===== config.mk =====
export PLATFORM = sky130hd
export DESIGN_NAME = ospt_timer
export DESIGN_NICKNAME = d
export VERILOG_FILES = /design/src/rtl/ospt_pkg.sv /design/src/rtl/ospt_trig_if.sv /design/src/rtl/ospt_pin_edge.sv /design/src/rtl/ospt_timer.sv
export SDC_FILE = /design/constraint.sdc
export NUM_CORES = 1
export LEC_CHECK = 0
export CAP_MARGIN = 20
export CORE_MARGIN = 5
export CORE_UTILIZATION = 55
export CTS_BUF_LIST = sky130_fd_sc_hd__clkbuf_8
export CTS_CLUSTER_DIAMETER = 40
export DETAILED_ROUTE_END_ITERATION = 16
export DONT_BUFFER_PORTS = 1
export GPL_TIMING_DRIVEN = 0
export PLACE_DENSITY = 0.72
export SYNTH_ARGS = -nofsm -noshare
export SYNTH_HDL_FRONTEND = slang
export SYNTH_HIERARCHICAL = 1
export SYNTH_SLANG_ARGS = --single-unit

===== constraint.sdc =====
create_clock -name core_clk_in -period 5.15 [get_ports core_clk_in]
set_input_delay 1.03 -clock core_clk_in [delete_from_list [all_inputs] [get_ports core_clk_in]]
set_output_delay 1.03 -clock core_clk_in [all_outputs]
set_load 0.05 [all_outputs]

===== src/rtl/ospt_pkg.sv =====
// shared constants and types of the one-shot pulse timer
package ospt_pkg;
    // register indices; byte address is four times the index
    localparam logic [9:0] OSPT_IDX_CTRL = 10'h108;
    localparam logic [9:0] OSPT_IDX_OSCTRL = 10'h109;
    localparam logic [9:0] OSPT_IDX_IOCTRL = 10'h10a;
    localparam logic [9:0] OSPT_IDX_MODE = 10'h10b;
    localparam logic [9:0] OSPT_IDX_PRESC = 10'h10c;
    localparam logic [9:0] OSPT_IDX_SECOND = 10'h10d;
    localparam logic [9:0] OSPT_IDX_PRIMARY = 10'h10e;
    // timer_control_reg fields
    localparam int OSPT_CTRL_START_BIT = 0;
    localparam int OSPT_CTRL_ACTIVE_BIT = 1;
    localparam int OSPT_CTRL_FSTOP_BIT = 2;
    // oneshot_control_reg fields
    localparam int OSPT_OS_START_BIT = 0;
    localparam int OSPT_OS_STOP_BIT = 1;
    localparam int OSPT_OS_ACTIVE_BIT = 2;
    // timer_io_control fields
    localparam int OSPT_IO_LEVEL_BIT = 0;
    localparam int OSPT_IO_SWITCH_BIT = 1;
    localparam int OSPT_IO_PINTRG_BIT = 2;
    localparam int OSPT_IO_POL_BIT = 3;
    localparam logic [7:0] OSPT_IO_RESET = 8'h00;
    // mode register fields
    localparam int OSPT_MODE_LSB = 0;
    localparam int OSPT_SRC_LSB = 4;
    localparam logic [1:0] OSPT_MODE_ONESHOT = 2'h2;
    localparam logic [1:0] OSPT_MODE_WAIT = 2'h3;
    localparam logic [7:0] OSPT_MODE_RESET = 8'h00;
    // count source codes
    localparam logic [1:0] OSPT_SRC_DIV1 = 2'h0;
    localparam logic [1:0] OSPT_SRC_DIV2 = 2'h1;
    localparam logic [1:0] OSPT_SRC_DIV8 = 2'h2;
    localparam logic [1:0] OSPT_SRC_NEIGH = 2'h3;
    // counter reset values
    localparam logic [7:0] OSPT_CNT_RESET = 8'hff;
    // one-shot sequence states
    typedef enum logic [1:0] {
        OS_IDLE,
        OS_ARM,
        OS_WAIT,
        OS_PULSE
    } ospt_state_e;
    // byte address of a register index
    function automatic logic [11:0] ospt_addr(input logic [9:0] idx);
        ospt_addr = {idx, 2'h0};
    endfunction
endpackage


===== src/rtl/ospt_trig_if.sv =====
// trigger path between the pin edge detector and the timer core
`timescale 1ns/100ps
interface ospt_trig_if;
    logic pin_trig;
    logic pin_irq;
    logic trig_pol;
    logic irq_pol;
    logic both_edges;
    modport det (input trig_pol, input irq_pol, input both_edges,
        output pin_trig, output pin_irq);
    modport core (output trig_pol, output irq_pol, output both_edges,
        input pin_trig, input pin_irq);
endinterface


===== src/rtl/ospt_pin_edge.sv =====
// synchroniser and edge qualifier for the external trigger pin
`timescale 1ns/100ps
module ospt_pin_edge
    import ospt_pkg::*;
(
    // clock and reset
    input wire logic core_clk_in,
    input wire logic srst_in,
    // pin
    input wire logic ext_trigger_pin_in,
    // to core
    ospt_trig_if.det trg
);
    logic meta_ff;
    logic sync_ff;
    logic prev_ff;
    logic rise;
    logic fall;
    logic [1:0] fill_ff;

    // two-stage synchroniser, then a history stage for edges
    always_ff @(posedge core_clk_in) begin
        if (srst_in) begin
            meta_ff <= 1'h1;
            sync_ff <= 1'h1;
            prev_ff <= 1'h1;
        end else begin
            meta_ff <= ext_trigger_pin_in;
            sync_ff <= meta_ff;
            prev_ff <= sync_ff;
        end
    end

    // fill count: the reset value of the chain must not look like an edge
    always_ff @(posedge core_clk_in) begin
        if (srst_in) begin
            fill_ff <= 2'h0;
        end else if (fill_ff != 2'h3) begin
            fill_ff <= fill_ff + 2'h1;
        end
    end

    // edge terms from synchronised samples only, once the chain is filled
    assign rise = sync_ff & ~prev_ff & (fill_ff == 2'h3);
    assign fall = ~sync_ff & prev_ff & (fill_ff == 2'h3);
    // timer trigger edge follows its own polarity bit unless both_edges selects both edges
    assign trg.pin_trig = trg.both_edges ? (rise | fall) :
        (trg.trig_pol ? rise : fall);
    // interrupt edge uses the interrupt polarity unless both_edges selects both edges
    assign trg.pin_irq = trg.both_edges ? (rise | fall) :
        (trg.irq_pol ? rise : fall);
endmodule


===== src/rtl/ospt_timer.sv =====
// one-shot pulse timer with prescaler, reload counter and register slave
`timescale 1ns/100ps
module ospt_timer
    import ospt_pkg::*;
(
    // clock and reset
    input wire logic core_clk_in,
    input wire logic srst_in,
    // avalon-mm slave
    input wire logic [11:0] avs_address_in,
    input wire logic avs_read_in,
    input wire logic avs_write_in,
    input wire logic [31:0] avs_writedata_in,
    input wire logic [3:0] avs_byteenable_in,
    output logic [31:0] avs_readdata_out,
    output logic avs_waitrequest_out,
    // count source and pin interrupt setup from neighbours
    input wire logic neigh_underflow_in,
    input wire logic edge_count_select_in,
    input wire logic interrupt_edge_polarity_in,
    // pins and events
    input wire logic ext_trigger_pin_in,
    input wire logic port_latch_in,
    output logic pulse_out_pin_out,
    output logic timer_irq_out,
    output logic pin_irq_out
);
    ospt_trig_if trg();
    logic [31:0] rdata_ff;
    logic [2:0] div_ff;
    // software registers, reload values and live counts
    logic [7:0] wdat, io_ff, mode_ff;
    logic [7:0] pre_rl_ff, pri_rl_ff, sec_rl_ff;
    logic [7:0] pre_cnt_ff, main_cnt_ff;
    ospt_state_e state_ff, nxt_state;
    // single-bit registers
    logic done_ff, start_ff, stage_ff, count_active_ff, irq_ff, pulse_out_ff;
    // strobes and decode terms
    logic req, wr_fire, src_tick, cnt_tick;
    logic os_start_fire, os_stop_fire, fstop_fire, start_clr_fire;
    logic trigger, kill, underflow, run, os_active, is_wait_mode, pulse_lvl;

    // register address decode for reads and writes
    function automatic logic hit(input logic [11:0] a, input logic [9:0] i);
        hit = (a == ospt_addr(i));
    endfunction

    ospt_pin_edge u_pin (
        .core_clk_in(core_clk_in),
        .srst_in(srst_in),
        .ext_trigger_pin_in(ext_trigger_pin_in),
        .trg(trg.det)
    );

    // edge selections handed to the pin detector
    assign trg.trig_pol = io_ff[OSPT_IO_POL_BIT];
    assign trg.irq_pol = interrupt_edge_polarity_in;
    assign trg.both_edges = edge_count_select_in;
    assign pin_irq_out = trg.pin_irq;

    // one wait cycle per access; write lands when waitrequest is low
    assign req = avs_read_in | avs_write_in;
    assign avs_waitrequest_out = req & ~done_ff;
    assign wr_fire = avs_write_in & done_ff & avs_byteenable_in[0];
    assign wdat = avs_writedata_in[7:0];
    assign avs_readdata_out = rdata_ff;

    always_ff @(posedge core_clk_in) begin
        if (srst_in) begin
            done_ff <= 1'h0;
        end else begin
            done_ff <= req & ~done_ff;
        end
    end

    // read data captured in the wait cycle; unmapped reads give zero
    always_ff @(posedge core_clk_in) begin
        if (srst_in) begin
            rdata_ff <= 32'h0;
        end else if (avs_read_in && !done_ff) begin
            rdata_ff <= 32'h0;
            if (hit(avs_address_in, OSPT_IDX_CTRL)) begin
                rdata_ff[OSPT_CTRL_START_BIT] <= start_ff;
                rdata_ff[OSPT_CTRL_ACTIVE_BIT] <= count_active_ff;
            end else if (hit(avs_address_in, OSPT_IDX_OSCTRL)) begin
                rdata_ff[OSPT_OS_ACTIVE_BIT] <= os_active;
            end else if (hit(avs_address_in, OSPT_IDX_IOCTRL)) begin
                rdata_ff[3:0] <= io_ff[3:0];
            end else if (hit(avs_address_in, OSPT_IDX_MODE)) begin
                rdata_ff[7:0] <= mode_ff;
            end else if (hit(avs_address_in, OSPT_IDX_PRESC)) begin
                rdata_ff[7:0] <= pre_cnt_ff;
            end else if (hit(avs_address_in, OSPT_IDX_SECOND)) begin
                rdata_ff[7:0] <= sec_rl_ff;
            end else if (hit(avs_address_in, OSPT_IDX_PRIMARY)) begin
                rdata_ff[7:0] <= main_cnt_ff;
            end
        end
    end

    // command strobes decoded from register writes
    assign os_start_fire = wr_fire && hit(avs_address_in, OSPT_IDX_OSCTRL)
        && wdat[OSPT_OS_START_BIT];
    assign os_stop_fire = wr_fire && hit(avs_address_in, OSPT_IDX_OSCTRL)
        && wdat[OSPT_OS_STOP_BIT];
    assign fstop_fire = wr_fire && hit(avs_address_in, OSPT_IDX_CTRL)
        && wdat[OSPT_CTRL_FSTOP_BIT];
    assign start_clr_fire = wr_fire && hit(avs_address_in, OSPT_IDX_CTRL)
        && !wdat[OSPT_CTRL_START_BIT];

    // io control and mode registers
    always_ff @(posedge core_clk_in) begin
        if (srst_in) begin
            io_ff <= OSPT_IO_RESET;
            mode_ff <= OSPT_MODE_RESET;
        end else begin
            if (wr_fire && hit(avs_address_in, OSPT_IDX_IOCTRL)) begin
                io_ff <= {4'h0, wdat[3:0]};
            end
            if (wr_fire && hit(avs_address_in, OSPT_IDX_MODE)) begin
                mode_ff <= wdat;
            end
        end
    end

    // count source divider and selection
    always_ff @(posedge core_clk_in) begin
        if (srst_in) begin
            div_ff <= 3'h0;
        end else begin
            div_ff <= div_ff + 3'h1;
        end
    end

    always_comb begin
        unique case (mode_ff[OSPT_SRC_LSB +: 2])
            OSPT_SRC_DIV1: src_tick = 1'h1;
            OSPT_SRC_DIV2: src_tick = div_ff[0];
            OSPT_SRC_DIV8: src_tick = (div_ff == 3'h7);
            OSPT_SRC_NEIGH: src_tick = neigh_underflow_in;
        endcase
    end

    // start bit and count-active flag, two count-source stages apart
    always_ff @(posedge core_clk_in) begin
        if (srst_in) begin
            start_ff <= 1'h0;
            stage_ff <= 1'h0;
            count_active_ff <= 1'h0;
        end else if (fstop_fire) begin
            start_ff <= 1'h0;
            stage_ff <= 1'h0;
            count_active_ff <= 1'h0;
        end else begin
            if (wr_fire && hit(avs_address_in, OSPT_IDX_CTRL)) begin
                start_ff <= wdat[OSPT_CTRL_START_BIT];
            end
            if (src_tick) begin
                stage_ff <= start_ff;
                count_active_ff <= stage_ff;
            end
        end
    end

    // sequence control terms
    assign cnt_tick = src_tick & count_active_ff;
    assign is_wait_mode = (mode_ff[OSPT_MODE_LSB +: 2] == OSPT_MODE_WAIT);
    assign run = (mode_ff[OSPT_MODE_LSB +: 2] == OSPT_MODE_ONESHOT)
        || is_wait_mode;
    assign os_active = (state_ff == OS_WAIT) || (state_ff == OS_PULSE);
    assign trigger = os_start_fire
        || (trg.pin_trig && io_ff[OSPT_IO_PINTRG_BIT]);
    assign kill = os_stop_fire || fstop_fire || start_clr_fire
        || !count_active_ff || !run;
    assign underflow = cnt_tick && (pre_cnt_ff == 8'h0)
        && (main_cnt_ff == 8'h0);

    // next state of the one-shot sequence
    always_comb begin
        nxt_state = state_ff;
        unique case (state_ff)
            OS_IDLE: begin
                if (trigger && count_active_ff && run) begin
                    nxt_state = OS_ARM;
                end
            end
            OS_ARM: begin
                if (cnt_tick) begin
                    nxt_state = is_wait_mode ? OS_WAIT : OS_PULSE;
                end
            end
            OS_WAIT: begin
                if (underflow) begin
                    nxt_state = OS_PULSE;
                end
            end
            OS_PULSE: begin
                if (underflow) begin
                    nxt_state = OS_IDLE;
                end
            end
        endcase
        if (kill && state_ff != OS_IDLE) begin
            nxt_state = OS_IDLE;
        end
    end

    // state register; triggers in any busy state are ignored
    always_ff @(posedge core_clk_in) begin
        if (srst_in) begin
            state_ff <= OS_IDLE;
        end else begin
            state_ff <= nxt_state;
        end
    end

    // reload registers, always written by software
    always_ff @(posedge core_clk_in) begin
        if (srst_in) begin
            pre_rl_ff <= OSPT_CNT_RESET;
            pri_rl_ff <= OSPT_CNT_RESET;
            sec_rl_ff <= OSPT_CNT_RESET;
        end else if (wr_fire) begin
            if (hit(avs_address_in, OSPT_IDX_PRESC)) begin
                pre_rl_ff <= wdat;
            end
            if (hit(avs_address_in, OSPT_IDX_PRIMARY)) begin
                pri_rl_ff <= wdat;
            end
            if (hit(avs_address_in, OSPT_IDX_SECOND)) begin
                sec_rl_ff <= wdat;
            end
        end
    end

    // prescaler and main counter
    always_ff @(posedge core_clk_in) begin
        if (srst_in) begin
            pre_cnt_ff <= OSPT_CNT_RESET;
            main_cnt_ff <= OSPT_CNT_RESET;
        end else if (!count_active_ff) begin
            // stopped: writes land in the counters directly
            if (wr_fire && hit(avs_address_in, OSPT_IDX_PRESC)) begin
                pre_cnt_ff <= wdat;
            end else if (!stage_ff) begin
                pre_cnt_ff <= pre_rl_ff;
            end
            if (wr_fire && hit(avs_address_in, OSPT_IDX_PRIMARY)) begin
                main_cnt_ff <= wdat;
            end else if (!stage_ff) begin
                main_cnt_ff <= pri_rl_ff;
            end
        end else if (kill || state_ff == OS_IDLE) begin
            pre_cnt_ff <= pre_rl_ff;
            main_cnt_ff <= pri_rl_ff;
        end else if (state_ff == OS_ARM) begin
            pre_cnt_ff <= pre_rl_ff;
            main_cnt_ff <= pri_rl_ff;
        end else if (cnt_tick) begin
            if (pre_cnt_ff == 8'h0) begin
                pre_cnt_ff <= pre_rl_ff;
                if (main_cnt_ff != 8'h0) begin
                    main_cnt_ff <= main_cnt_ff - 8'h1;
                end else if (state_ff == OS_WAIT) begin
                    main_cnt_ff <= sec_rl_ff;
                end else begin
                    main_cnt_ff <= pri_rl_ff;
                end
            end else begin
                pre_cnt_ff <= pre_cnt_ff - 8'h1;
            end
        end
    end

    // pulse level: from the edge entering the pulse phase to its underflow
    assign pulse_lvl = (nxt_state == OS_PULSE);

    // output pin and end-of-pulse interrupt
    always_ff @(posedge core_clk_in) begin
        if (srst_in) begin
            pulse_out_ff <= 1'h0;
            irq_ff <= 1'h0;
        end else begin
            irq_ff <= (state_ff == OS_PULSE) && underflow && !kill;
            if (io_ff[OSPT_IO_SWITCH_BIT]) begin
                pulse_out_ff <= port_latch_in;
            end else begin
                pulse_out_ff <= pulse_lvl ^ io_ff[OSPT_IO_LEVEL_BIT];
            end
        end
    end

    assign pulse_out_pin_out = pulse_out_ff;
    assign timer_irq_out = irq_ff;
endmodule


**After elaboration in Yosys (flattened, before gate mapping)**

Cells that the tools add are included.

- Word-level logic and storage cells: 145
- Flip-flop bits (word level): 76
- Input bits: 57
- Output and inout bits: 36

- Muxes and demuxes: 40
- Add/sub/neg operators: 4
- Bitwise logic cells: 14
- Reduce and logical (&&, ||, !) cells: 44
- Eq/ne operators: 23

Operator list:

| operator | number |
|---|---|
| $mux 8 | 20 |
| $eq 12x11->1 const B | 7 |
| $logic_and 1x1->1 | 19 |
| $eq 2x2->1 const B | 8 |
| $logic_not 8->1 | 2 |
| $sub 8x1->8 const B | 2 |
| $mux 2 | 7 |
| $and 1x1->1 | 8 |
| $logic_or 1x1->1 | 8 |
| $mux 4 | 2 |
| $ne 4x1->1 const B | 2 |
| $pmux 2 s4 | 1 |
| $reduce_and 2->1 | 4 |
| $reduce_bool 8->1 | 1 |
| $mux 1 | 7 |
| $mux 6 | 1 |
| $ne 3x1->1 const B | 2 |
| $logic_not 1->1 | 5 |
| $mux 5 | 1 |
| $eq 2x1->1 const B | 2 |
| $logic_not 2->1 | 2 |
| $pmux 1 s4 | 1 |
| $add 3x1->3 const B | 1 |
| $eq 3x3->1 const B | 1 |
| other kinds (8) | 11 |

**Depth between registers and ports, before layout**

Gate-level depths: netlist of the first run.

- Depth in word-level cells: 15
- Mapped depth: 9
- Depth with buffers taken out: 8

**By module**

The synthesis of the first run kept the hierarchy.

Modules (own cells, without submodules):

| module | cells an instance | times used | area an instance (µm²) |
|---|---|---|---|
| ospt_timer | 521 | 1 | 4,120.2 |
| ospt_pin_edge | 21 | 1 | 212.7 |

**Worst setup path after synthesis of the first run**

Ideal clock, no wire load.

- Kind: input-to-reg
- Start: in avs_address_in[4]
- End: reg pre_cnt_ff[1]
- Stages: 7
- Arrival time: 3,019 ps
- Slack: 2,009 ps
- Path buffers: 1
- Setup time: 122 ps
- Cells stage by stage: or4b_2 or3_1 buf_2 o21ai_4 o22ai_2 nand2b_4 o32a_1

- Cells in the longest elaborated chain, start to end: 10
- Elaborated cells on any way between the ends: 20
- Classes of those cells: eq/ne: 5; mux: 3; reduce/logical: 12

RTL lines:

| element | line | source |
|---|---|---|
| start, declared | ospt_timer.sv:10 | `input wire logic [11:0] avs_address_in,` |
| $eq 12x11->1 | ospt_timer.sv:45 | `hit = (a == ospt_addr(i));` |
| $logic_and 1x1->1 (on tied branches) | ospt_timer.sv:104, ospt_timer.sv:106, ospt_timer.sv:108 |  |
| $logic_and 1x1->1 (on tied branches) | ospt_timer.sv:105, ospt_timer.sv:107 |  |
| $logic_or 1x1->1 (2 in a row) | ospt_timer.sv:173 | `assign kill = os_stop_fire \|\| fstop_fire \|\| start_clr_fire` |
| $logic_or 1x1->1 (2 in a row) | ospt_timer.sv:174 | `\|\| !count_active_ff \|\| !run;` |
| $logic_or 1x1->1 | ospt_timer.sv:253 | `end else if (kill \|\| state_ff == OS_IDLE) begin` |
| $ne 4x1->1 (no line) / $mux 8 (equally long branches) | -- |  |
| $reduce_and 2->1 (no line) / $mux 8 (equally long branches) | -- |  |
| end signal, assigned | ospt_timer.sv:254 | `pre_cnt_ff <= pre_rl_ff;` |
| end signal, assigned | ospt_timer.sv:257 | `pre_cnt_ff <= pre_rl_ff;` |
| end signal, assigned | ospt_timer.sv:261 | `pre_cnt_ff <= pre_rl_ff;` |
| end, declared | ospt_timer.sv:34 | `logic [7:0] pre_cnt_ff, main_cnt_ff;` |

Several ways; a longest one is shown, not always the timed one.
A chain may end at the register's enable or synchronous reset.

**Worst setup path in the final report of the first run**

- Start: in avs_address_in[9]
- End: reg main_cnt_ff[6]

- Cells in the longest elaborated chain, start to end: 10
- Elaborated cells on any way between the ends: 21
- Classes of those cells: eq/ne: 6; mux: 3; reduce/logical: 12

RTL lines:

| element | line | source |
|---|---|---|
| $eq 12x11->1 | ospt_timer.sv:45 |  |
| $logic_and 1x1->1 (on tied branches) | ospt_timer.sv:104, ospt_timer.sv:106, ospt_timer.sv:108 |  |
| $logic_and 1x1->1 (on tied branches) | ospt_timer.sv:105, ospt_timer.sv:107 |  |
| $logic_or 1x1->1 (2 in a row) | ospt_timer.sv:173 |  |
| $logic_or 1x1->1 (2 in a row) | ospt_timer.sv:174 |  |
| $logic_or 1x1->1 | ospt_timer.sv:253 |  |
| $ne 4x1->1 (no line) / $mux 8 (equally long branches) | -- |  |
| $reduce_and 3->1 (no line) / $mux 8 (equally long branches) | -- |  |
| end signal, assigned | ospt_timer.sv:251 | `main_cnt_ff <= pri_rl_ff;` |
| end signal, assigned | ospt_timer.sv:255 | `main_cnt_ff <= pri_rl_ff;` |
| end signal, assigned | ospt_timer.sv:258 | `main_cnt_ff <= pri_rl_ff;` |
| end, declared | ospt_timer.sv:34 |  |

Several ways; a longest one is shown, not always the timed one.

==> flow_summary.ini, run 1 <==
[sta]
setup_ws_ns = 1.81
finalSetupViolCount = 0
post-route-period-util = 0.649
min_period_ns = 3.34
holdWs_ns = 0.412
setup_tns_ns = 0
final-max-slew-violation-count = 0
max_slew_margin = 0.324
final.setup_skew_ns = 0.0122
setup_repair_after_global_routing_missed_its_margin = no
report.final.hold_viol_count = 0
max_freq_ghz = 0.299
max_slew.worst_pin.slew_ns = 1.01

[status]
run_status = finished, final reports clean

[worst_setup_path]
cpMaxStageDelayCell = sky130_fd_sc_hd__or4b_1
critPathKind = in2reg
worstPathCellList = or4b_1, clkbuf_1, nor2_1, and3_1, clkbuf_1, o2bb2ai_2, buf_2, a21oi_1, o41ai_2
delay_contributed_by_the_slowest_stage_of_the_critical_path_ns = 0.51
critical_path.most_common_cell = sky130_fd_sc_hd__clkbuf_1
timing.critical_path.from_type = primary input
crit_path_end_kind = flip-flop
crit_start = avs_address_in[9]
worstPathRequired_ns = 5.37
critPathArrivalTime_ns = 3.56
critical_path.top_delay_family = simple AND/OR/NAND/NOR gates
regToRegStartpoint = main_cnt_ff[0]
critical_path_buf_inv_count = 3
crit_path_max_fanout = 10

[place]
hpwl_microns = 9750
detailedPlace.worstSlack_ns = 1.56
port-buffer-count = 0
placement.cell_area_sq_um = 4550
place_congestion = 1.03

[clocking]
root_buffer = sky130_fd_sc_hd__clkbuf_8
holdBufCountCts = 0
cts_tree = built
clock_latency_ns = 0.34
cts_repair_resize_count = 0
ctsLongestPathBuffers = 2
cts_htree_levels = 3
cts_buffers = 9
cts.repair_timing.setup_buffer_count = 0
clock_sink_count = 76
clock_pin_slew_on_the_worst_setup_and_hold_paths_ns = 0.08

[floorplan]
pin_count = 93
core_region_area_sq_um = 7690
core.rowCount = 32
start_util = 0.564
design.die.area_sq_um = 9750
die_width_microns = 98.8
chipHeight_microns = 98.8

[routing]
vias_after_detailed_routing = 4193
route.antenna.remaining_nets = 0
router_iterations_before_antenna_repair = 5
wire_per_inst_microns = 19.1
post_drt_via_cell_ratio = 6.14
detailedRoute.firstIterationViolations = 382
wirelength_microns = 13000
drc = 0

[final_layout]
nets = 638
finalCoreUtilization = 0.613
fillerInstances = 729
fraction_of_layout_instances_using_a_drive_strength_above_1 = 0.0998
post-route-cell-area_sq_um = 4720
syn_to_final_growth_pct = 8.84
antenna_cells = 0

[synth]
post_synth_inst_count = 542
synth_cell_area_sq_um = 4330
synthesis.area_per_instance_sq_um = 7.99
postSynth.asyncResetShare = 0
synth.distinct_cells = 73
synth_enable_flop_cells = 0
synth-seq-area-share = 0.351
synth_warnings = 6
synth_ff_type = sky130_fd_sc_hd__dfxtp_1
synth_seq_cells = 76

[global_route]
antenna_found_initial = 0
grt_start_max_net_pins = 14
globalRoute.totalOverflow = 0
first_global_vias = 3923
grt_use_total = 0.267
grt_first_pass_wirelength_microns = 20700

[flow_run]
maxCapViolations = 0

[hold_path]
holdCritStartpoint = u_pin/meta_ff
worst_hold_path_type = reg2reg

[pwr]
cellPowerDensity_nw_per_um2 = 237
ir_worst_vdd_mv = 0.137
leakagePower_nw = 1.85
## final timing paths
path / slack, ns / depth (start not counted) / endpoint
max reg2reg: 2.47 / 8 / pulse_out_pin_out
min reg2reg: 0.41 / 1 / u_pin/sync_ff
min: 0.41 / 1 / u_pin/sync_ff
max: 1.81 / 9 / main_cnt_ff[6]
## placed cells by master, fill, tap and decap left out, types with 4 or more instances in the layout
cell / n
sky130_fd_sc_hd__o31ai_1: 5
sky130_fd_sc_hd__buf_2: 4
sky130_fd_sc_hd__mux2i_1: 25
sky130_fd_sc_hd__conb_1: 24
sky130_fd_sc_hd__nor2b_1: 16
sky130_fd_sc_hd__o32a_1: 6
sky130_fd_sc_hd__clkbuf_8: 9
sky130_fd_sc_hd__buf_4: 24
sky130_fd_sc_hd__nand2_1: 61
sky130_fd_sc_hd__a31oi_1: 7
sky130_fd_sc_hd__inv_1: 13
sky130_fd_sc_hd__dfxtp_1: 76
sky130_fd_sc_hd__a21oi_1: 39
sky130_fd_sc_hd__nand3_1: 15
sky130_fd_sc_hd__nand2b_1: 7
sky130_fd_sc_hd__o21ai_0: 26
sky130_fd_sc_hd__o211ai_1: 8
sky130_fd_sc_hd__nor2_1: 56
sky130_fd_sc_hd__ha_1: 5
sky130_fd_sc_hd__o22ai_1: 8
sky130_fd_sc_hd__nor3_1: 12
sky130_fd_sc_hd__clkbuf_1: 24
sky130_fd_sc_hd__and3_1: 9
sky130_fd_sc_hd__xnor2_1: 4
sky130_fd_sc_hd__a211oi_1: 4
sky130_fd_sc_hd__a21o_1: 4
sky130_fd_sc_hd__or4_1: 4
sky130_fd_sc_hd__nor4_1: 5
## registers in the layout (all words and copies together) (netlist names), 4 cells and up
register          count
avs_readdata_out      8
io_ff                 4
main_cnt_ff           8
mode_ff               8
pre_cnt_ff            8
pre_rl_ff             8
pri_rl_ff             8
sec_rl_ff             8
## Yosys cell counts, types with 4 or more instances
| cell | instances | area, sq um |
|---|---|---|
| sky130_fd_sc_hd__nor2_1 | 56 | 210 |
| sky130_fd_sc_hd__o211ai_1 | 8 | 60.1 |
| sky130_fd_sc_hd__o21ai_0 | 26 | 130 |
| sky130_fd_sc_hd__a21o_1 | 4 | 30.0 |
| sky130_fd_sc_hd__a31oi_1 | 7 | 43.8 |
| sky130_fd_sc_hd__a211oi_1 | 4 | 30.0 |
| sky130_fd_sc_hd__o22ai_1 | 8 | 50.1 |
| sky130_fd_sc_hd__a21oi_1 | 39 | 195 |
| sky130_fd_sc_hd__nor3_1 | 12 | 60.1 |
| sky130_fd_sc_hd__inv_1 | 12 | 45.0 |
| sky130_fd_sc_hd__nor4_1 | 5 | 31.3 |
| sky130_fd_sc_hd__nand3_1 | 15 | 75.1 |
| sky130_fd_sc_hd__buf_4 | 24 | 180 |
| sky130_fd_sc_hd__buf_2 | 4 | 20.0 |
| sky130_fd_sc_hd__mux2i_1 | 25 | 250 |
| sky130_fd_sc_hd__nand2b_1 | 7 | 43.8 |
| sky130_fd_sc_hd__o31ai_1 | 5 | 37.5 |
| sky130_fd_sc_hd__o32a_1 | 6 | 60.1 |
| sky130_fd_sc_hd__dfxtp_1 | 76 | 1520 |
| sky130_fd_sc_hd__nand2_1 | 61 | 229 |
| sky130_fd_sc_hd__and3_1 | 9 | 56.3 |
| sky130_fd_sc_hd__or4_1 | 4 | 30.0 |
| sky130_fd_sc_hd__nor2b_1 | 16 | 100 |
| sky130_fd_sc_hd__xnor2_1 | 4 | 35.0 |
| sky130_fd_sc_hd__ha_1 | 5 | 62.6 |
| sky130_fd_sc_hd__clkbuf_1 | 24 | 90.1 |
## final cells by class
type	count	area, sq um	share of cell area
multi-input combinational	421	2540	0.539
sequential	76	1520	0.323
buffer	55	309	0.0655
tap	102	128	0.0271
clock buffer	9	124	0.0263
inverter	13	48.8	0.0103
clock inverter	7	45.0	0.00955
## metrics by stage
| stage | total power [mW] | cells |
|---|---|---|
| 3_5_place_dp | 0.723 | 667 |
| 5_1_grt | 1.16 | 683 |
| 6_report | 1.12 | 683 |
| 3_3_place_gp | 0.721 | 667 |
| 2_1_floorplan | 0.707 | 565 |
| 4_1_cts | 1.12 | 683 |
## logic make-up after synthesis
group	Yosys count	synth area share
AND/OR/NAND/NOR	212	0.243
AO/OA/AOI/OAI	146	0.231
flip-flops	76	0.351
buffers and inverters	68	0.0826
multiplexers	27	0.0630
XOR/XNOR	7	0.0141
adder cells (fa/ha/maj)	5	0.0144
other	1	0.000865
## metal layers
layer  GRT usage  wire length (microns)  vias up
li1            -                      -     1988
met1       0.331                   5030     1940
met2       0.446                   6340      222
met3      0.0594                   1220       43
met4       0.108                    435        0
met5           0                      0        -
## report_power, final
group          switching [mW]  leakage (nW)  internal, mW
registers             0.00423         0.616         0.594
clock network           0.232        0.0824         0.172
logic                  0.0809          1.15        0.0321
Power figures use the tool's default switching activity.
==> run 2: changes to the inputs <==
ABC_AREA = 1   (was unset)
clock period = 3.3 ns   (was 5.15 ns; I/O delays follow)
==> run 2 against run 1 <==
First-iteration DRC count decreased by 12%. Hold slack worse by 0.053 ns. Worst setup slack got worse by 0.81 ns. Routed wire length increased by 9.7%. Power rose by 73%. Global-route usage is 0.91 points lower. Sequential power grew 58%. Sequential share of layout area down 3.5 points. Die area up 11%. Clock power rose by 96%. Register-to-register slack worse by 1.3 ns. Utilization fell by 0.39 points.
==> flow_summary.ini, run 2 <==
[clocking]
cts_htree_levels = 3
cts_buffers = 9
clock_sink_count = 76
clock_latency_ns = 0.36
cts_repair_resize_count = 0
root_buffer = sky130_fd_sc_hd__clkbuf_8
ctsLongestPathBuffers = 2
holdBufCountCts = 0
cts.repair_timing.setup_buffer_count = 0
clock_pin_slew_on_the_worst_setup_and_hold_paths_ns = 0.09
cts_tree = built

[floorplan]
die_width_microns = 104
start_util = 0.559
chipHeight_microns = 104
core_region_area_sq_um = 8680
pin_count = 93
core.rowCount = 34
design.die.area_sq_um = 10800

[synth]
post_synth_inst_count = 751
synth_top_area_cell = sky130_fd_sc_hd__dfxtp_1
synth_commonest_cells = sky130_fd_sc_hd__nand2_1, sky130_fd_sc_hd__inv_1, sky130_fd_sc_hd__dfxtp_1
synth_cell_area_sq_um = 4850
synth_warnings = 6
synth-seq-area-share = 0.313
synth_largest_type_area_fraction = 0.313
synth_ff_type = sky130_fd_sc_hd__dfxtp_1
synth_enable_flop_cells = 0
synth.distinct_cells = 39
netlist_top_cells_area = sky130_fd_sc_hd__dfxtp_1, sky130_fd_sc_hd__nand2_1, sky130_fd_sc_hd__inv_1, sky130_fd_sc_hd__o21ai_0, sky130_fd_sc_hd__a21oi_1
synthesis.area_per_instance_sq_um = 6.46
synth_seq_cells = 76
synth.most_common_cell = sky130_fd_sc_hd__nand2_1
postSynth.asyncResetShare = 0

[global_route]
grt_use_total = 0.257
top_usage_layer = met2
global_route.usage.met1 = 0.324
first_global_vias = 4454
grt_use_met3 = 0.0540
antenna_found_initial = 0
globalRoute.totalOverflow = 0
gr-usage-met2 = 0.423
grt_start_max_net_pins = 17
grt_first_pass_wirelength_microns = 22400

[final_layout]
fraction_of_layout_instances_using_a_drive_strength_above_1 = 0.144
mostFrequentLayoutCell = sky130_fd_sc_hd__nand2_1
antenna_cells = 0
fillerInstances = 878
mostFrequentLayoutCells = sky130_fd_sc_hd__nand2_1, sky130_fd_sc_hd__inv_1, sky130_fd_sc_hd__dfxtp_1
syn_to_final_growth_pct = 8.97
nets = 847
stdcell_count = 898

[place]
port-buffer-count = 0
placedCellCount = 882
hpwl_microns = 10700
place_congestion = 0.971
detailedPlace.worstSlack_ns = 0.932

[status]
run_status = finished, final reports clean

[sta]
min_period_ns = 2.30
max_slew_margin = 0.277
setup_tns_ns = 0
finalSetupViolCount = 0
setup_repair_after_global_routing_missed_its_margin = no
report.final.hold_viol_count = 0
max_freq_ghz = 0.435
final.setup_skew_ns = 0.00826
setup_ws_ns = 1.00
final-max-slew-violation-count = 0
post-route-period-util = 0.696
max_slew.worst_pin.slew_ns = 1.08

[hold_path]
worst_hold_path.num_cells = 1
worst_hold_path_type = in2reg
holdCritStartpoint = srst_in

[worst_setup_path]
crit_path_end_kind = output port
critPathArrivalTime_ns = 1.64
crit_path_max_fanout = 5
worstPathRequired_ns = 2.64
timing.critical_path.from_type = flip-flop
crit_start = u_pin/fill_ff[0]
worstRegToRegCells = 15
regToRegStartpoint = main_cnt_ff[0]
critPathKind = reg2out

[pwr]
cellPowerDensity_nw_per_um2 = 364
ir_worst_vdd_mv = 0.235
leakagePower_nw = 2.88

[routing]
vias_after_detailed_routing = 4906
router_iterations_before_antenna_repair = 5
post_drt_via_cell_ratio = 5.46
wire_per_inst_microns = 15.9
route.antenna.remaining_nets = 0
wirelength_microns = 14300
detailedRoute.firstIterationViolations = 338
drc = 0

[flow_run]
maxCapViolations = 0
run 2: cell type report:
type                       count  area [sq um]  area share
buffer                        44           294      0.0556
multi-input combinational    560          2770       0.524
clock buffer                   9           124      0.0234
inverter                      94           355      0.0672
sequential                    76          1520       0.288
clock inverter                 7          90.1      0.0170
tap                          108           135      0.0255
run 2: routing by layer:
layer / vias to the layer above / routed length [microns]
met1: 2233 / 5980
met5: - / 0
met2: 213 / 6580
met3: 44 / 1170
met4: 0 / 556
li1: 2416 / -
run 2: kinds of logic (layout without fill, tap and decap cells):
kind of cell,count (synthesis),in the layout,share of synthesized area
XOR/XNOR,4,4,0.00722
other,1,24,0.000772
adder cells (fa/ha/maj),5,5,0.0129
AO/OA/AOI/OAI,141,141,0.160
flip-flops,76,76,0.313
buffers and inverters,138,154,0.134
AND/OR/NAND/NOR,386,386,0.372
run 2: worst paths after layout:
check,to,slack [ns]
setup / recovery,pin_irq_out,1.00
hold / removal,u_pin/fill_ff[0],0.36
setup reg to reg,pulse_out_pin_out,1.15
hold reg to reg,u_pin/sync_ff,0.43
run 2: worst max-delay path, stage by stage (launching register included):
cell	delay [ns]
sky130_fd_sc_hd__dfxtp_1	0.36
sky130_fd_sc_hd__ha_1	0.25
sky130_fd_sc_hd__nand3_1	0.15
sky130_fd_sc_hd__nand2_1	0.10
sky130_fd_sc_hd__nand2_1	0.06
sky130_fd_sc_hd__nand2_1	0.35
run 2: where the power goes:
group	internal, mW	switching, mW
sequential	0.931	0.0142
combinational	0.0478	0.141
clock	0.372	0.421
total	1.35	0.576
run 2: per-stage QoR:
step | area, sq um | hold slack, ns | power (mW) | utilization
after global routing | 5290 | 0.356 | 1.99 | 0.610
final | 5290 | 0.358 | 1.93 | 0.610
after CTS | 5290 | 0.347 | 1.93 | 0.610
after global placement | 5080 | 0.401 | 1.15 | 0.585
after floorplan | 4940 | 0.389 | 1.12 | -
after detailed placement | 5080 | 0.409 | 1.15 | 0.585
==> run 3: changes to the inputs <==
PLACE_DENSITY = 0.75   (was 0.72)
clock period = 1.9 ns   (was 3.3 ns; I/O delays follow)
==> run 3 against run 2 <==
Clock skew grew 0.012 ns. Utilization grew 2.4 points. Global-route usage is essentially flat. Sequential share of layout area shrank 0.95 points. Hold slack lost 0.29 ns. Non-clock buffer count grew 9. Flip-flop and latch count is the same. Critical path depth grew 6. Cell count grew 1.0%. Worst setup slack lost 0.92 ns. Clock power grew 74%. Die area is the same. Critical endpoint is now main_cnt_ff[6]. Largest cell class unchanged. Highest routed layer unchanged.
==> flow_summary.ini, run 3 (synthesis results as in run 2) <==
[routing]
router_iterations_before_antenna_repair = 7
vias_after_detailed_routing = 4998
detailedRoute.firstIterationViolations = 386
met1Wirelength_microns = 5790
post_drt_via_cell_ratio = 5.51
wirelength_microns = 14300
route.antenna.remaining_nets = 0
drc = 0
route.top_layer_used = met4
route.met2.wl_microns = 6530
detailroute.wirelength.met3_microns = 1380
wire_per_inst_microns = 15.8

[global_route]
first_global_vias = 4629
globalRoute.totalOverflow = 0
grt_start_max_net_pins = 17
grt_first_pass_wirelength_microns = 22700
antenna_found_initial = 0
grt_use_total = 0.257

[hold_path]
worst_hold_path_type = in2reg
worst_hold_path.num_cells = 1
holdCritStartpoint = srst_in
timing.hold.worst_endpoint = u_pin/fill_ff[0]

[worst_setup_path]
regToRegStartpoint = div_ff[0]
critPathKind = reg2reg
ff2ff_setup_slack_ns = 0.08
timing.critical_path.from_type = flip-flop
crit_path_end_kind = flip-flop
worst_r2r_endpoint = main_cnt_ff[6]
worstRegToRegCells = 11
crit_path_max_fanout = 10
critPathArrivalTime_ns = 2.07
worstPathRequired_ns = 2.15

[floorplan]
die_width_microns = 104
design.die.area_sq_um = 10800
start_util = 0.559
core_region_area_sq_um = 8680
core.rowCount = 34
chipHeight_microns = 104
pin_count = 93

[place]
place_congestion = 1.02
detailedPlace.worstSlack_ns = -0.148
placedCellCount = 882
hpwl_microns = 10600
port-buffer-count = 0

[clocking]
clock_pin_slew_on_the_worst_setup_and_hold_paths_ns = 0.09
clock_sink_count = 76
clock_latency_ns = 0.38
root_buffer = sky130_fd_sc_hd__clkbuf_8
cts_buffers = 9
ctsLongestPathBuffers = 2
cts_tree = built
cts_htree_levels = 3
holdBufCountCts = 0

[sta]
max_slew_margin = 0.458
final-max-slew-violation-count = 0
min_period_ns = 1.82
report.final.hold_viol_count = 0
setup_ws_ns = 0.0808
max_freq_ghz = 0.550
finalSetupViolCount = 0
holdWs_ns = 0.0661
max_slew.worst_pin.slew_ns = 0.813
final.setup_skew_ns = 0.0199
post-route-period-util = 0.957
setup_tns_ns = 0

[pwr]
cellPowerDensity_nw_per_um2 = 614
leakagePower_nw = 2.94
ir_worst_vdd_mv = 0.461

[final_layout]
fraction_of_layout_instances_using_a_drive_strength_above_1 = 0.188
finalCoreUtilization = 0.633
stdcell_count = 907
mostFrequentLayoutCell = sky130_fd_sc_hd__nand2_1
nets = 856
mostFrequentLayoutCells = sky130_fd_sc_hd__nand2_1, sky130_fd_sc_hd__inv_1, sky130_fd_sc_hd__dfxtp_1
fillerInstances = 834
antenna_cells = 0
syn_to_final_growth_pct = 13.2

[status]
run_status = finished, final reports clean

[flow_run]
maxCapViolations = 0
-- run 3: cell count changes in the layout (fill, tap and decap cells not counted), sizes merged --
cell / before / now
buf: 38 / 47
-- run 3: worst max path at each step --
| stage | start | to | cells after the start |
|---|---|---|---|
| 6_report | div_ff[0] | main_cnt_ff[6] | 11 |
| 5_1_grt | main_cnt_ff[0] | pulse_out_pin_out | 13 |
| 4_1_cts | div_ff[0] | main_cnt_ff[6] | 11 |
| 3_5_place_dp | main_cnt_ff[0] | pulse_out_pin_out | 15 |
| 3_3_place_gp | main_cnt_ff[0] | pulse_out_pin_out | 15 |
| 2_1_floorplan | div_ff[0] | main_cnt_ff[6] | 11 |
-- run 3: metal layers --
metal | GRT usage | vias to the layer above
li1 | - | 2430
met1 | 0.321 | 2271
met2 | 0.418 | 250
met3 | 0.0608 | 47
met4 | 0.119 | 0
met5 | 0 | -
-- run 3: final cells by class --
class,count,area (sq um),area share
Clock inverter,7,90.1,0.0164
Clock buffer,9,124,0.0225
Buffer,44,307,0.0558
Inverter,94,358,0.0651
Tap cell,108,135,0.0246
Multi-Input combinational cell,560,2890,0.526
Sequential cell,76,1530,0.278
Timing Repair Buffer,9,65.1,0.0118
-- run 3: where the power goes --
group	total, mW	leakage [nW]	internal, mW	switching [mW]
sequential	1.65	0.616	1.62	0.0298
combinational	0.339	2.21	0.0935	0.245
clock	1.38	0.110	0.646	0.739
-- run 3: metrics by stage --
stage	cell area [sq um]	power [mW]
after global routing	5490	3.49
after detailed placement	5080	2.00
after CTS	5340	3.36
after floorplan	4940	1.95
final	5490	3.37
after global placement	5080	1.99
-- run 3: critical path: stages, from the launching register on --
cell,delay (ns)
sky130_fd_sc_hd__dfxtp_2,0.34
sky130_fd_sc_hd__ha_1,0.20
sky130_fd_sc_hd__ha_1,0.20
sky130_fd_sc_hd__nand2_2,0.09
sky130_fd_sc_hd__nand3_4,0.11
sky130_fd_sc_hd__a21oi_4,0.20
sky130_fd_sc_hd__nand3_4,0.12
sky130_fd_sc_hd__nand3_4,0.14
sky130_fd_sc_hd__buf_12,0.15
sky130_fd_sc_hd__nor2_2,0.04
sky130_fd_sc_hd__nand2_1,0.06
sky130_fd_sc_hd__nand2_1,0.06
-- run 3: repair_timing --
| action | in CTS | in global routing |
|---|---|---|
| pin swaps | 2 | 5 |
| gates resized for setup | 13 | 27 |
| setup endpoints to repair | 19 | 20 |
| cloned | 0 | 1 |
| endpoints found under the hold margin | 0 | 0 |
| setup buffers | 1 | 7 |
